**config.mk**
```make
export PLATFORM = sky130hd
export DESIGN_NAME = hwf_wake_input
export DESIGN_NICKNAME = d
export VERILOG_FILES = /design/src/rtl/hwf_pkg.sv /design/src/rtl/hwf_filter.sv /design/src/rtl/hwf_wake_input.sv
export SDC_FILE = /design/constraint.sdc
export NUM_CORES = 1
export LEC_CHECK = 0
export BUFFER_PORTS_ARGS = -buffer_cell sky130_fd_sc_hd__buf_2
export CORE_AREA = 4 4 58 60
export DETAILED_ROUTE_END_ITERATION = 10
export DIE_AREA = 0 0 62 64
export GPL_ROUTABILITY_DRIVEN = 1
export GPL_TIMING_DRIVEN = 0
export PLACE_DENSITY = 0.67
export SETUP_SLACK_MARGIN = 0.2
export SYNTH_ARGS = -nofsm -noshare
export SYNTH_HDL_FRONTEND = slang
export SYNTH_SLANG_ARGS = --single-unit
```
**constraint.sdc**
```tcl
create_clock -name clk_sys_in -period 5.2 [get_ports clk_sys_in]
set_input_delay 0.26 -clock clk_sys_in [delete_from_list [all_inputs] [get_ports clk_sys_in]]
set_output_delay 0.26 -clock clk_sys_in [all_outputs]
set_load 0.005 [all_outputs]
```
**src/rtl/hwf_pkg.sv**
```systemverilog
// package for the high-voltage wake input filter
package hwf_pkg;
  localparam int          CLK_MHZ              = 125;
  localparam int          FILT_SHORT_US        = 16;
  localparam int          FILT_LONG_US         = 64;
  localparam int          FILT_SHORT_CYC       = FILT_SHORT_US * CLK_MHZ;
  localparam int          FILT_LONG_CYC        = FILT_LONG_US * CLK_MHZ;
  localparam int          FILT_CNT_W           = 14;
  localparam logic [1:0]  PULL_RESET           = 2'h0;
  localparam logic        FILT_SEL_RESET       = 1'h0;
  localparam logic        WAKE_EN_RESET        = 1'h0;

  typedef enum logic [1:0] {
    HWF_PULL_NONE = 2'b00,
    HWF_PULL_DOWN = 2'b01,
    HWF_PULL_UP   = 2'b10,
    HWF_PULL_AUTO = 2'b11
  } hwf_pull_type;

  typedef enum logic [2:0] {
    HWF_MODE_INIT     = 3'b000,
    HWF_MODE_NORMAL   = 3'b001,
    HWF_MODE_STOP     = 3'b010,
    HWF_MODE_SLEEP    = 3'b011,
    HWF_MODE_FAILSAFE = 3'b100
  } hwf_mode_type;

  typedef struct packed {
    logic         wake_enable;
    logic         wake_filter_select;
    logic         pull_select_upper;
    logic         pull_select_lower;
  } hwf_ctrl_type;

  typedef struct packed {
    logic pull_up_en;
    logic pull_down_en;
  } hwf_pull_en_type;
endpackage : hwf_pkg

```
**src/rtl/hwf_filter.sv**
```systemverilog
// restartable glitch filter counter for the synchronized comparator level
`timescale 1ns/10ps
`default_nettype none
module hwf_filter #(
  parameter int SHORT_CYC = hwf_pkg::FILT_SHORT_CYC,
  parameter int LONG_CYC  = hwf_pkg::FILT_LONG_CYC
) (
  input  wire logic clk_sys_in,
  input  wire logic resetn_in,
  input  wire logic level_in,
  input  wire logic long_sel_in,
  output logic      stable_level_out,
  output logic      edge_out
);
  import hwf_pkg::*;
  logic [FILT_CNT_W-1:0] cnt_r;
  logic                  last_r;
  logic                  stable_r;
  logic                  edge_r;
  wire  [FILT_CNT_W-1:0] limit = long_sel_in ? FILT_CNT_W'(LONG_CYC - 1) : FILT_CNT_W'(SHORT_CYC - 1);
  wire                   changed = level_in != last_r;
  wire                   done = (cnt_r >= limit) && (last_r != stable_r);

  always_ff @(posedge clk_sys_in) begin
    if (!resetn_in) begin
      cnt_r    <= '0;
      last_r   <= 1'b0;
      stable_r <= 1'b0;
      edge_r   <= 1'b0;
    end else begin
      last_r <= level_in;
      // a crossing restarts the count so shorter pulses never qualify
      if (changed) cnt_r <= '0; // see RULE_03 see RULE_12
      else if (cnt_r < limit) cnt_r <= cnt_r + 1'b1;
      if (!changed && done) stable_r <= last_r; // see RULE_03
      edge_r <= !changed && done; // both directions count, see RULE_01
    end
  end
  assign stable_level_out = stable_r;
  assign edge_out         = edge_r;
endmodule : hwf_filter
`default_nettype wire

```
**src/rtl/hwf_wake_input.sv**
```systemverilog
// top of the high-voltage wake input: sync, filter, pulls, status and wake signalling
//
// Contract
// RULE_01: wake pin is edge sensitive; both rising and falling transitions signal.
// RULE_02: recognized transition raises interrupt in Normal/Stop, wake-up in Sleep/Fail-Safe.
// RULE_03: each crossing restarts filter; only input stable for full time is recognized.
// RULE_04: a configuration bit enables or disables the pin's wake capability.
// RULE_05: recognized wake event sets a status bit readable at any time.
// RULE_06: level status shows the pin level in Normal, Stop or Init mode.
// RULE_07: pull field 00 none, 01 pull-down, 10 pull-up, 11 automatic.
// RULE_08: automatic mode enables pull-up on high level, pull-down on low level.
// RULE_09: filter select chooses 16 us or 64 us filter time.
// RULE_10: Init to Normal with pin already high sets status and raises interrupt.
// RULE_11: wake status stays set until software clears it.
// RULE_12: filter is a counter reloaded on each change, flags at selected count.
`timescale 1ns/10ps
`default_nettype none
module hwf_wake_input #(
  parameter int SHORT_CYC = hwf_pkg::FILT_SHORT_CYC,
  parameter int LONG_CYC  = hwf_pkg::FILT_LONG_CYC
) (
  input  wire logic                     clk_sys_in,
  input  wire logic                     resetn_in,
  input  wire logic                     wake_pin_in,
  input  wire hwf_pkg::hwf_ctrl_type    wake_input_control_in,
  input  wire hwf_pkg::hwf_mode_type    mode_in,
  input  wire logic                     status_clear_in,
  output logic                          wake_event_status_out,
  output logic                          wake_pin_level_status_out,
  output hwf_pkg::hwf_pull_en_type      pull_en_out,
  output logic                          irq_pulse_out,
  output logic                          wake_request_out
);
  import hwf_pkg::*;
  logic          sync1_r;
  logic          sync2_r;
  logic          stable_level;
  logic          edge_hit;
  logic          status_r;
  logic          level_r;
  logic          irq_r;
  logic          wake_r;
  hwf_pull_en_type pull_r;
  hwf_mode_type  mode_prev_r;

  always_ff @(posedge clk_sys_in) begin
    if (!resetn_in) begin
      sync1_r <= 1'b0;
      sync2_r <= 1'b0;
    end else begin
      sync1_r <= wake_pin_in;
      sync2_r <= sync1_r;
    end
  end

  hwf_filter #(
    .SHORT_CYC (SHORT_CYC),
    .LONG_CYC  (LONG_CYC)
  ) u_filter (
    .clk_sys_in       (clk_sys_in),
    .resetn_in        (resetn_in),
    .level_in         (sync2_r),
    .long_sel_in      (wake_input_control_in.wake_filter_select), // see RULE_09
    .stable_level_out (stable_level),
    .edge_out         (edge_hit)
  );

  wire enabled     = wake_input_control_in.wake_enable; // see RULE_04

  // mode groups are decoded once here and reused by the pulse routing and the checks
  function automatic logic mode_is_active(input hwf_mode_type m);
    return (m == HWF_MODE_NORMAL) || (m == HWF_MODE_STOP);
  endfunction : mode_is_active

  function automatic logic mode_is_low_power(input hwf_mode_type m);
    return (m == HWF_MODE_SLEEP) || (m == HWF_MODE_FAILSAFE);
  endfunction : mode_is_low_power

  // init shows the level too, so software can inspect the pin before leaving init
  function automatic logic mode_shows_level(input hwf_mode_type m);
    return mode_is_active(m) || (m == HWF_MODE_INIT);
  endfunction : mode_shows_level

  wire active_mode = mode_is_active(mode_in);
  wire low_pwr     = mode_is_low_power(mode_in);
  wire level_vis   = mode_shows_level(mode_in);
  wire init_to_nrm = (mode_prev_r == HWF_MODE_INIT) && (mode_in == HWF_MODE_NORMAL)
                     && stable_level && enabled; // see RULE_10
  wire event_hit   = (edge_hit && enabled) || init_to_nrm; // see RULE_01 see RULE_04
  wire [1:0] pull_sel = {wake_input_control_in.pull_select_upper, wake_input_control_in.pull_select_lower};
  wire auto_sel    = pull_sel == HWF_PULL_AUTO;
  // auto mode follows the filtered level so a glitch does not flip the source
  wire pu_nxt      = (pull_sel == HWF_PULL_UP) || (auto_sel && stable_level); // see RULE_07 see RULE_08
  wire pd_nxt      = (pull_sel == HWF_PULL_DOWN) || (auto_sel && !stable_level); // see RULE_07 see RULE_08

  always_ff @(posedge clk_sys_in) begin
    if (!resetn_in) begin
      status_r    <= 1'b0;
      level_r     <= 1'b0;
      irq_r       <= 1'b0;
      wake_r      <= 1'b0;
      pull_r      <= '0;
      mode_prev_r <= HWF_MODE_INIT;
    end else begin
      mode_prev_r <= mode_in;
      // set wins over a clear in the same cycle
      if (event_hit) status_r <= 1'b1; // see RULE_05
      else if (status_clear_in) status_r <= 1'b0; // see RULE_11
      if (level_vis) level_r <= sync2_r; // see RULE_06
      irq_r  <= event_hit && active_mode; // see RULE_02
      wake_r <= event_hit && low_pwr; // see RULE_02
      pull_r.pull_up_en   <= pu_nxt;
      pull_r.pull_down_en <= pd_nxt;
    end
  end

  assign wake_event_status_out     = status_r;
  assign wake_pin_level_status_out = level_r;
  assign pull_en_out               = pull_r;
  assign irq_pulse_out             = irq_r;
  assign wake_request_out          = wake_r;
endmodule : hwf_wake_input
`default_nettype wire

```
==> results of run 1 <==
kinds of logic (layout without fill, tap and decap cells):
| group | Yosys count | after routing |
|---|---|---|
| AOI/OAI and AO/OA | 42 | 42 |
| xor gates and xnor gates | 4 | 4 |
| adders and majority gates | 7 | 7 |
| buffers and inverters | 7 | 27 |
| DFF | 28 | 28 |
| muxes | 3 | 3 |
| and+or+nand+nor | 59 | 59 |
worst max-delay path, delay by kind of cell (launching register included):
kind            cells  cell delay [ns]
simple gates        1             0.15
fa+ha+maj           1             0.34
flops               1             0.36
compound gates      4             1.22
worst max-delay path by stage:
stage / depth (start not counted) / start / end
4_1_cts: 6 / u_filter.cnt_r[12] / u_filter.cnt_r[10]
2_1_floorplan: 7 / wake_input_control_in[2] / u_filter.cnt_r[10]
3_5_place_dp: 8 / wake_input_control_in[2] / u_filter.cnt_r[10]
5_1_grt: 6 / u_filter.cnt_r[12] / u_filter.cnt_r[10]
3_3_place_gp: 8 / wake_input_control_in[2] / u_filter.cnt_r[10]
6_report: 6 / u_filter.cnt_r[12] / u_filter.cnt_r[10]
cells in the final DEF, fill, tap and decap left out, types with 2 or more instances in the layout:
cell                       count
sky130_fd_sc_hd__a21oi_1      16
sky130_fd_sc_hd__a31oi_1       4
sky130_fd_sc_hd__a41o_1        2
sky130_fd_sc_hd__and2_1       10
sky130_fd_sc_hd__and4_1        2
sky130_fd_sc_hd__buf_2        17
sky130_fd_sc_hd__clkbuf_1      2
sky130_fd_sc_hd__clkbuf_4      3
sky130_fd_sc_hd__dfxtp_1      28
sky130_fd_sc_hd__ha_1          7
sky130_fd_sc_hd__inv_1         4
sky130_fd_sc_hd__mux2i_1       3
sky130_fd_sc_hd__nand2_1      12
sky130_fd_sc_hd__nand3_1       3
sky130_fd_sc_hd__nand4_1       4
sky130_fd_sc_hd__nor2_1       12
sky130_fd_sc_hd__nor2b_1       2
sky130_fd_sc_hd__o21a_1        2
sky130_fd_sc_hd__o21ai_0       8
sky130_fd_sc_hd__o31ai_1       2
sky130_fd_sc_hd__or3_1         3
sky130_fd_sc_hd__or4_1         2
sky130_fd_sc_hd__xnor2_1       4
cell type report:
cell class              instances  area (sq um)
plain buffers                   3          12.5
well taps                      33          41.3
inverters                       4          15.0
clock buffers                   4          36.3
fillers                       283          1410
flip-flops and latches         28           561
repair buffers                 16          80.1
multi-input cells             115           768
metrics by stage:
step | utilization [%] | power [mW] | hold slack, ns
6_report | 51.7 | 0.351 | 0.105
5_1_grt | 51.7 | 0.369 | 0.0918
4_1_cts | 51.7 | 0.357 | 0.0951
3_5_place_dp | 50.5 | 0.254 | 0.457
3_3_place_gp | 50.5 | 0.252 | 0.415
2_1_floorplan | - | 0.243 | 0.337
metal layers:
metal  share of wire [%]  wire length [microns]  global-route usage (%)
met2                  49                   1300                    24.4
met1                  45                   1220                    18.3
met4                0.93                     25                    3.18
met5                   0                      0                       0
met3                 5.0                    135                    2.42
report_power, final:
group / internal, mW / leakage [nW] / switching (mW)
combinational: 0.0115 / 0.363 / 0.0148
clock: 0.0428 / 0.0210 / 0.0592
sequential: 0.219 / 0.228 / 0.00361
total: 0.274 / 0.612 / 0.0776
==> run summary, run 1 <==
LOGIC SYNTHESIS
-----------------------------------------------------------------------------------------------------------------
Arithmetic-cell share of the synthesized area counting full adders, half adders and majority gates          6.46%
Number of enable flip-flop cells after synthesis                                                                0
Share of synthesized cell area in and, or, nand and nor gates                                               24.6%
Combinational family with the most area after synthesis                                              simple AND/OR/NAND/NOR gates
Prevailing post-synth register cell                                                                  sky130_fd_sc_hd__dfxtp_1
Synthesized area per cell                                                                              9.04 sq um
Number of synthesized register bits                                                                            28
Share of the synthesized area in the top cell type                                                          41.3%
Area contributors post-synth                                                                         sky130_fd_sc_hd__dfxtp_1 (41%), sky130_fd_sc_hd__ha_1 (6.5%), sky130_fd_sc_hd__a21oi_1 (5.9%)
Cell with the most instances after synthesis                                                         sky130_fd_sc_hd__dfxtp_1
Post-synthesis net count                                                                                      168
Cell variety after synth                                                                                       39
Number of warnings reported in the yosys synthesis log                                                          0
Sequential cell area fraction in the yosys report                                                           41.3%
XOR/XNOR Fraction of Synth Area                                                                             2.58%
Multiplexer share of the synthesized area                                                                   2.21%
Most instantiated cells after synthesis                                                              sky130_fd_sc_hd__dfxtp_1 (28), sky130_fd_sc_hd__a21oi_1 (16), sky130_fd_sc_hd__nand2_1 (12), sky130_fd_sc_hd__nor2_1 (12), sky130_fd_sc_hd__and2_1 (10)
Share of the synthesized area in compound gates (AO/OA/AOI/OAI)                                             20.8%
Synthesized netlist cell count                                                                                150
Library cell occupying the most area in the post-synthesis netlist                                   sky130_fd_sc_hd__dfxtp_1
Summed instance area of the synthesized netlist                                                        1360 sq um
Share of flip-flops with an asynchronous set or reset after synthesis                                          0%

WORST SETUP PATH
-----------------------------------------------------------------------------------------------------------------
Kind of start point of the critical path                                                                     flop
Cells along the critical path                                                                        ha_1 -> a211oi_4 -> nand2_1 -> a21oi_1 -> a31oi_1 -> a41o_1
Data required time of the worst path                                                                      5.44 ns
Highest cell delay on the worst timing path                                                               0.46 ns
Signal arrival time at the worst endpoint                                                                 2.38 ns
Reg2reg end                                                                                          u_filter.cnt_r[10]
Category of the most critical setup path                                                             flop to flop
Worst reg-to-reg path cell count                                                                                6
Element type at the critical path end                                                                        flop
Worst-path fanout max                                                                                           9
Critical-path cell with the highest stage delay                                                      sky130_fd_sc_hd__a211oi_4
Launch instance of the worst register-to-register path                                               u_filter.cnt_r[12]
Register-to-register setup slack                                                                          3.05 ns

ROUTE
-----------------------------------------------------------------------------------------------------------------
Post-detailed-route wirelength per cell                                                              13.2 microns
Via-per-instance ratio                                                                                       5.64
Number of design-rule violations left by the first detailed-router iteration                                   52
Number of antenna-violating nets in the routed design                                                           0
Wire length reported by the detailed router                                                          2680 microns
Total number of vias                                                                                         1144
Pre-Repair DR Iteration Count                                                                                   4
Number of design rule violations left after detail routing                                                      0

HOLD PATH
-----------------------------------------------------------------------------------------------------------------
Worst hold path class                                                                                input pin to flop
Capture endpoint of the worst hold path                                                              pull_en_out[0]
Hold path depth                                                                                                 2
Worst min-delay path startpoint                                                                      wake_input_control_in[1]

CLOCK TREE
-----------------------------------------------------------------------------------------------------------------
Cell at the root of the clock tree                                                                   sky130_fd_sc_hd__clkbuf_4
Buffers inserted during post-CTS setup optimization                                                             0
Number of resized instances in the post-cts repair step                                                         0
H-tree lvl count                                                                                                1
Number of hold buffers added after cts                                                                          0
TritonCTS clock tree                                                                                        built
Inserted Clock Buffers                                                                                          3
Maximum count of clock buffers along a single path                                                              2
Worst skew pair latency                                                                                   0.32 ns
Count of clock tree sinks                                                                                      28
Clock input transition at the sequential cells of the worst setup and hold paths                          0.14 ns

GLOBAL ROUTE
-----------------------------------------------------------------------------------------------------------------
First-pass GRT wire length                                                                           4440 microns
Via count of the first global-routing pass                                                                   1076
GRT Residual Overflow                                                                                           0
Largest net degree at the start of global routing                                                              16
Number of antenna violations at the first check in global routing                                               0
Total Routing Usage GR                                                                                      14.3%

DIE
-----------------------------------------------------------------------------------------------------------------
Site row count                                                                                                 20
Die extent in x                                                                                        62 microns
Initial cell density of the core                                                                            46.3%
Number of top-level pins                                                                                       17
Area of the core                                                                                       2930 sq um
Die outline area                                                                                       3970 sq um
Height of the die                                                                                      64 microns

CELLS AND AREA
-----------------------------------------------------------------------------------------------------------------
Post-synthesis to final-layout area growth                                                                  11.6%
Share of cells above drive strength 1                                                                       17.6%
Final instance count without filler cells                                                                     203
Biggest register                                                                                     u_filter.cnt_r
Design area                                                                                            1510 sq um
Antenna fix cells                                                                                               0
Nets                                                                                                          189
Flip-flop count of the largest register, all copies and words added                                            14

PLACED DESIGN
-----------------------------------------------------------------------------------------------------------------
Count of placed standard cells including taps                                                                 199
Global placement routability congestion                                                                     0.781
HPWL after DPL                                                                                       2040 microns
Pre-CTS WS                                                                                                2.90 ns
Quantity of I/O buffers inserted on ports                                                                      16
Post-placement cell area                                                                               1480 sq um

STA
-----------------------------------------------------------------------------------------------------------------
Minimum setup slack in the final design                                                                   3.05 ns
Minimum period implied by the final worst setup slack                                                     2.15 ns
Post-Route Skew                                                                                        0.00749 ns
Hold Fails Final Rpt                                                                                            0
Max-slew headroom                                                                                           64.6%
Final period util                                                                                           41.3%
Number of max-slew violations in the final report                                                               0
Fmax                                                                                                      465 MHz
Count of final setup violators                                                                                  0
Accumulated negative setup slack                                                                             0 ns
Slew at the pin with the worst max-slew slack                                                            0.526 ns
Setup repair after global routing missed its margin                                                            no

PWR
-----------------------------------------------------------------------------------------------------------------
Leakage power total                                                                                      0.612 nW
Maximum ir drop on the vdd rail                                                                          0.162 mV
Power per unit of standard cell area                                                                  232 nW/um^2

RUN STATUS
-----------------------------------------------------------------------------------------------------------------
Outcome                                                                                              finished, final reports clean

JOB
-----------------------------------------------------------------------------------------------------------------
# Max-Cap Violations                                                                                            0

Power figures use the tool's default switching activity.
==> inputs of run 2 (changes only) <==
- PLACE_DENSITY: 0.67 -> 0.7
- clock period: 5.2 -> 1.9 ns (I/O delays scaled with it)
==> run summary, run 2 (synthesis gave the netlist of run 1 again) <==
STA
-----------------------------------------------------------------------------------------------
Final period util                                                                          102%
Count of final setup violators                                                                1
Number of max-slew violations in the final report                                             0
Hold Fails Final Rpt                                                                          0
Accumulated negative setup slack                                                     -0.0396 ns
Minimum setup slack in the final design                                              -0.0396 ns
Post-Route Skew                                                                      0.00814 ns
Setup repair after global routing missed its margin                                         yes
Worst hold slack                                                                      0.0310 ns
Slew at the pin with the worst max-slew slack                                          0.529 ns
Minimum period implied by the final worst setup slack                                   1.94 ns
Fmax                                                                                    516 MHz
Max-slew headroom                                                                         64.6%

DIE
-----------------------------------------------------------------------------------------------
Die extent in x                                                                      62 microns
Height of the die                                                                    64 microns
Area of the core                                                                     2930 sq um
Site row count                                                                               20
Die outline area                                                                     3970 sq um
Initial cell density of the core                                                          46.3%
Number of top-level pins                                                                     17

GLOBAL ROUTE
-----------------------------------------------------------------------------------------------
GRT Residual Overflow                                                                         0
Total Routing Usage GR                                                                    16.4%
Largest net degree at the start of global routing                                            17
Via count of the first global-routing pass                                                 1205
Number of antenna violations at the first check in global routing                             0
First-pass GRT wire length                                                         5110 microns

WORST SETUP PATH
-----------------------------------------------------------------------------------------------
Signal arrival time at the worst endpoint                                               2.22 ns
Cells along the critical path                                                      ha_4 -> a211oi_4 -> nand4_2 -> or4_1 -> a21oi_2
Kind of start point of the critical path                                                   flop
Reg2reg end                                                                        u_filter.cnt_r[9]
Highest cell delay on the worst timing path                                             0.49 ns
Total buffers and inverters traversed by the critical path                                    0
Category of the most critical setup path                                           flop to flop
Element type at the critical path end                                                      flop
Worst-path fanout max                                                                         6
Worst reg-to-reg path cell count                                                              5
Launching element of the worst setup path                                          u_filter.cnt_r[12]
Data required time of the worst path                                                    2.18 ns
Critical-path cell with the highest stage delay                                    sky130_fd_sc_hd__or4_1
Register-to-register setup slack                                                       -0.04 ns
Launch instance of the worst register-to-register path                             u_filter.cnt_r[12]
Cell family contributing the most delay on the critical path                       simple AND/OR/NAND/NOR gates

PLACED DESIGN
-----------------------------------------------------------------------------------------------
HPWL after DPL                                                                     2040 microns
Quantity of I/O buffers inserted on ports                                                    16
Global placement routability congestion                                                   0.765
Count of placed standard cells including taps                                               199

ROUTE
-----------------------------------------------------------------------------------------------
Via-per-instance ratio                                                                     5.76
Pre-Repair DR Iteration Count                                                                 4
Total number of vias                                                                       1302
Wire length reported by the detailed router                                        3230 microns
Post-detailed-route wirelength per cell                                            14.3 microns
Number of design-rule violations left by the first detailed-router iteration                 63
Number of design rule violations left after detail routing                                    0
Number of antenna-violating nets in the routed design                                         0

RUN STATUS
-----------------------------------------------------------------------------------------------
Outcome                                                                            finished, violations left
Failing checks                                                                     negative setup slack

CLOCK TREE
-----------------------------------------------------------------------------------------------
TritonCTS clock tree                                                                      built
Worst skew pair latency                                                                 0.34 ns
Clock input transition at the sequential cells of the worst setup and hold paths        0.16 ns
Cell at the root of the clock tree                                                 sky130_fd_sc_hd__clkbuf_4
H-tree lvl count                                                                              1
Inserted Clock Buffers                                                                        3
Maximum count of clock buffers along a single path                                            2
Count of clock tree sinks                                                                    28

HOLD PATH
-----------------------------------------------------------------------------------------------
Capture endpoint of the worst hold path                                            mode_prev_r[1]
Worst hold path class                                                              input pin to flop
Worst min-delay path startpoint                                                      mode_in[1]
Hold path depth                                                                               2

CELLS AND AREA
-----------------------------------------------------------------------------------------------
Most common cell after layout, fill and taps aside                                 sky130_fd_sc_hd__dfxtp_1
Nets                                                                                        212
Post-synthesis to final-layout area growth                                                38.4%
Antenna fix cells                                                                             0
Commonest cells after routing, fill and taps aside                                 sky130_fd_sc_hd__dfxtp_1 (20), sky130_fd_sc_hd__buf_4 (17), sky130_fd_sc_hd__buf_2 (16), sky130_fd_sc_hd__nor2_1 (12), sky130_fd_sc_hd__nand2_1 (11)
Final instance count without filler cells                                                   226
Biggest register                                                                   u_filter.cnt_r
Share of cells above drive strength 1                                                     39.4%
Flip-flop count of the largest register, all copies and words added                          14

JOB
-----------------------------------------------------------------------------------------------
# Max-Cap Violations                                                                          0

PWR
-----------------------------------------------------------------------------------------------
Maximum ir drop on the vdd rail                                                        0.566 mV
Leakage power total                                                                    0.738 nW
Total Power Consumption                                                                 1.10 mW
Power per unit of standard cell area                                                586 nW/um^2

[run 2: final cells by class]
cell class                      instances  area [sq um]
Tap cell                               33          41.3
Clock inverter                          1          30.0
Clock buffer                            3          22.5
Buffer                                  3          20.0
Fill cell                             248          1050
Inverter                                4          15.0
Sequential cell                        28           586
Multi-Input combinational cell        115           893
Timing Repair Buffer                   39           269
[run 2: report_power, final]
group / total [mW] / internal, mW / switching (mW)
registers: 0.603 / 0.595 / 0.00748
clock network: 0.400 / 0.214 / 0.186
logic: 0.0984 / 0.0481 / 0.0503
[run 2: worst register-to-register path, cell delays in order (launching register included)]
cell and delay (ns):
sky130_fd_sc_hd__dfxtp_4 0.38, sky130_fd_sc_hd__ha_4 0.25, sky130_fd_sc_hd__a211oi_4 0.35, sky130_fd_sc_hd__nand4_2 0.19, sky130_fd_sc_hd__or4_1 0.49, sky130_fd_sc_hd__a21oi_2 0.21
[run 2: metal layers]
layer  part of all wire [%]  track usage (%)  vias up  routed length, microns
li1                       -                -      646                       -
met5                      0                0        -                       0
met4                    1.7             1.86        0                      56
met1                     42             19.4      625                    1370
met2                     51             29.0       25                    1660
met3                    4.5             5.25        6                     144
[run 2: per-stage QoR]
| stage | instance area [sq um] | setup slack (ns) | utilization, % |
|---|---|---|---|
| 2_1_floorplan | 1420 | 0.193 | - |
| 3_3_place_gp | 1540 | -0.0925 | 52.6 |
| 3_5_place_dp | 1540 | -0.132 | 52.6 |
| 4_1_cts | 1750 | 0.107 | 59.7 |
| 5_1_grt | 1880 | -0.0969 | 64.1 |
| 6_report | 1880 | -0.0396 | 64.1 |
[run 2: worst max-delay path by stage]
stage                         end  slack [ns]  cells after the start
2_1_floorplan   u_filter.cnt_r[9]        0.19                      5
3_3_place_gp    u_filter.cnt_r[9]       -0.09                      7
3_5_place_dp    u_filter.cnt_r[9]       -0.13                      7
4_1_cts        u_filter.cnt_r[11]        0.11                      5
5_1_grt         u_filter.cnt_r[9]        -0.1                      5
6_report        u_filter.cnt_r[9]       -0.04                      5
[run 2: timing repair]
| item | CTS | global route |
|---|---|---|
| setup endpoints to repair | 15 | 16 |
| endpoints found under the hold margin | 4 | 0 |
| gates resized for setup | 12 | 24 |
| hold buffers | 5 | 0 |
| cloned | 0 | 1 |
| buffers inserted | 9 | 8 |
| pin swaps | 9 | 13 |
==> inputs of run 3 (changes only) <==
- PLACE_DENSITY: 0.7 -> 0.67
- clock period: 1.9 -> 2 ns (I/O delays scaled with it)
==> run summary, run 3 (synthesis gave the netlist of run 1 again) <==
RUN STATUS
-----------------------------------------------------------------------------------------------
Outcome                                                                            finished, final reports clean

WORST SETUP PATH
-----------------------------------------------------------------------------------------------
Worst-path fanout max                                                                         6
Category of the most critical setup path                                           flop to flop
Element type at the critical path end                                                      flop
Capturing instance or port of the critical path                                    u_filter.cnt_r[7]
Register-to-register setup slack                                                        0.15 ns
Worst reg-to-reg path cell count                                                              5
Signal arrival time at the worst endpoint                                               2.13 ns
Launch instance of the worst register-to-register path                             u_filter.cnt_r[12]
Kind of start point of the critical path                                                   flop
Reg2reg end                                                                        u_filter.cnt_r[7]
Launching element of the worst setup path                                          u_filter.cnt_r[12]
Data required time of the worst path                                                    2.28 ns

STA
-----------------------------------------------------------------------------------------------
Hold Fails Final Rpt                                                                          0
Max-slew headroom                                                                         62.4%
Slew at the pin with the worst max-slew slack                                          0.561 ns
Fmax                                                                                    541 MHz
Post-Route Skew                                                                      0.00862 ns
Final period util                                                                         92.4%
Count of final setup violators                                                                0
Number of max-slew violations in the final report                                             0
Setup repair after global routing missed its margin                                         yes
Minimum period implied by the final worst setup slack                                   1.85 ns

ROUTE
-----------------------------------------------------------------------------------------------
Post-detailed-route wirelength per cell                                            14.1 microns
Number of design rule violations left after detail routing                                    0
Wire length reported by the detailed router                                        3070 microns
Number of antenna-violating nets in the routed design                                         0
Via-per-instance ratio                                                                     5.63
Pre-Repair DR Iteration Count                                                                 4
Number of design-rule violations left by the first detailed-router iteration                 32
Total number of vias                                                                       1227

GLOBAL ROUTE
-----------------------------------------------------------------------------------------------
Via count of the first global-routing pass                                                 1207
First-pass GRT wire length                                                         5240 microns
Total Routing Usage GR                                                                    17.2%
GRT Residual Overflow                                                                         0
Number of antenna violations at the first check in global routing                             0
Largest net degree at the start of global routing                                            17

PWR
-----------------------------------------------------------------------------------------------
Proportion of power drawn by the clock network                                            36.4%
Leakage power total                                                                    0.699 nW
Sw power                                                                               0.236 mW
Power per unit of standard cell area                                                586 nW/um^2
Proportion of total power due to net switching                                            22.4%
Portion of total power attributed to sequential cells                                     54.9%
Gate power share                                                                           8.7%
Maximum ir drop on the vdd rail                                                        0.396 mV
Cell Int Power                                                                         0.815 mW
Total Power Consumption                                                                 1.05 mW

CLOCK TREE
-----------------------------------------------------------------------------------------------
Clock input transition at the sequential cells of the worst setup and hold paths        0.16 ns
TritonCTS clock tree                                                                      built
Cell at the root of the clock tree                                                 sky130_fd_sc_hd__clkbuf_4
Maximum count of clock buffers along a single path                                            2
Count of clock tree sinks                                                                    28
Worst skew pair latency                                                                 0.34 ns
H-tree lvl count                                                                              1
Inserted Clock Buffers                                                                        3

DIE
-----------------------------------------------------------------------------------------------
Number of top-level pins                                                                     17
Die extent in x                                                                      62 microns
Initial cell density of the core                                                          46.3%
Area of the core                                                                     2930 sq um
Die outline area                                                                     3970 sq um
Site row count                                                                               20
Height of the die                                                                    64 microns

JOB
-----------------------------------------------------------------------------------------------
# Max-Cap Violations                                                                          0

CELLS AND AREA
-----------------------------------------------------------------------------------------------
Utilization of the core after routing                                                     61.3%
Flip-flop count of the largest register, all copies and words added                          14
Design area                                                                          1790 sq um
Post-synthesis to final-layout area growth                                                32.3%
Share of cells above drive strength 1                                                     35.1%
Nets                                                                                        204
Biggest register                                                                   u_filter.cnt_r
Commonest cells after routing, fill and taps aside                                 sky130_fd_sc_hd__dfxtp_1 (20), sky130_fd_sc_hd__buf_2 (16), sky130_fd_sc_hd__nor2_1 (12), sky130_fd_sc_hd__nand2_1 (11), sky130_fd_sc_hd__a21oi_1 (11)
Most common cell after layout, fill and taps aside                                 sky130_fd_sc_hd__dfxtp_1
Antenna fix cells                                                                             0

PLACED DESIGN
-----------------------------------------------------------------------------------------------
Quantity of I/O buffers inserted on ports                                                    16
HPWL after DPL                                                                     2230 microns
Global placement routability congestion                                                   0.852
Post-placement cell area                                                             1490 sq um

HOLD PATH
-----------------------------------------------------------------------------------------------
Worst hold path class                                                              input pin to flop
Hold path depth                                                                               4

==> run 3: metrics by stage <==
step / worst slack (ns) / hold slack, ns / TNS [ns] / std cells
after global routing: 0.0862 / 0.0509 / 0 / 218
after detailed placement: -0.0354 / 0.292 / -0.0354 / 199
after floorplan: 0.216 / 0.177 / 0 / 150
after global placement: 0.0334 / 0.288 / 0 / 199
after CTS: 0.153 / 0.0395 / 0 / 217
final: 0.151 / 0.0393 / 0 / 218
==> run 3: timing repair <==
item,4_1_cts,5_1_grt
pin swaps,7,13
buffers inserted,9,0
endpoints found under the hold margin,4,0
hold buffers,5,0
gates cloned,0,1
endpoints found under the setup margin,14,14
resized for setup,20,20
==> run 3: worst max-delay path, cell delays in order (launching register included) <==
cell and delay, ns:
sky130_fd_sc_hd__dfxtp_4 0.39, sky130_fd_sc_hd__ha_4 0.25, sky130_fd_sc_hd__a211oi_4 0.35, sky130_fd_sc_hd__nand4_2 0.21, sky130_fd_sc_hd__or4_1 0.44, sky130_fd_sc_hd__a21oi_1 0.15
==> run 3: worst min-delay path by stage <==
stage                                 end                     start  slack, ns
CTS                 wake_event_status_out           status_clear_in       0.04
global route        wake_event_status_out           status_clear_in       0.05
finish              wake_event_status_out           status_clear_in       0.04
detailed placement         pull_en_out[0]  wake_input_control_in[1]       0.29
floorplan                   irq_pulse_out                mode_in[2]       0.18
global placement           pull_en_out[1]  wake_input_control_in[0]       0.29
==> run 3: layout make-up <==
type,instances,area [sq um]
clock inverter,1,30.0
fill,244,1130
inverter,4,15.0
timing repair buffer,31,209
buffer,3,20.0
multi-input combinational,115,878
sequential,28,578
tap,33,41.3
clock buffer,3,22.5
==> run 3: power by group through the flow <==
stage / Combinational [mW] / Clock (mW) / Sequential, mW
floorplan: 0.0433 / 0 / 0.590
global route: 0.103 / 0.406 / 0.578
CTS: 0.0872 / 0.385 / 0.576
global placement: 0.0663 / 0 / 0.591
detailed placement: 0.0703 / 0 / 0.592
finish: 0.0916 / 0.383 / 0.576
==> run 3: routing by layer <==
| metal | routed length (microns) | track usage [%] | vias up |
|---|---|---|---|
| li1 | - | - | 627 |
| met1 | 1280 | 20.8 | 573 |
| met2 | 1620 | 29.8 | 22 |
| met3 | 113 | 2.42 | 5 |
| met4 | 48 | 6.10 | 0 |
| met5 | 0 | 0 | - |
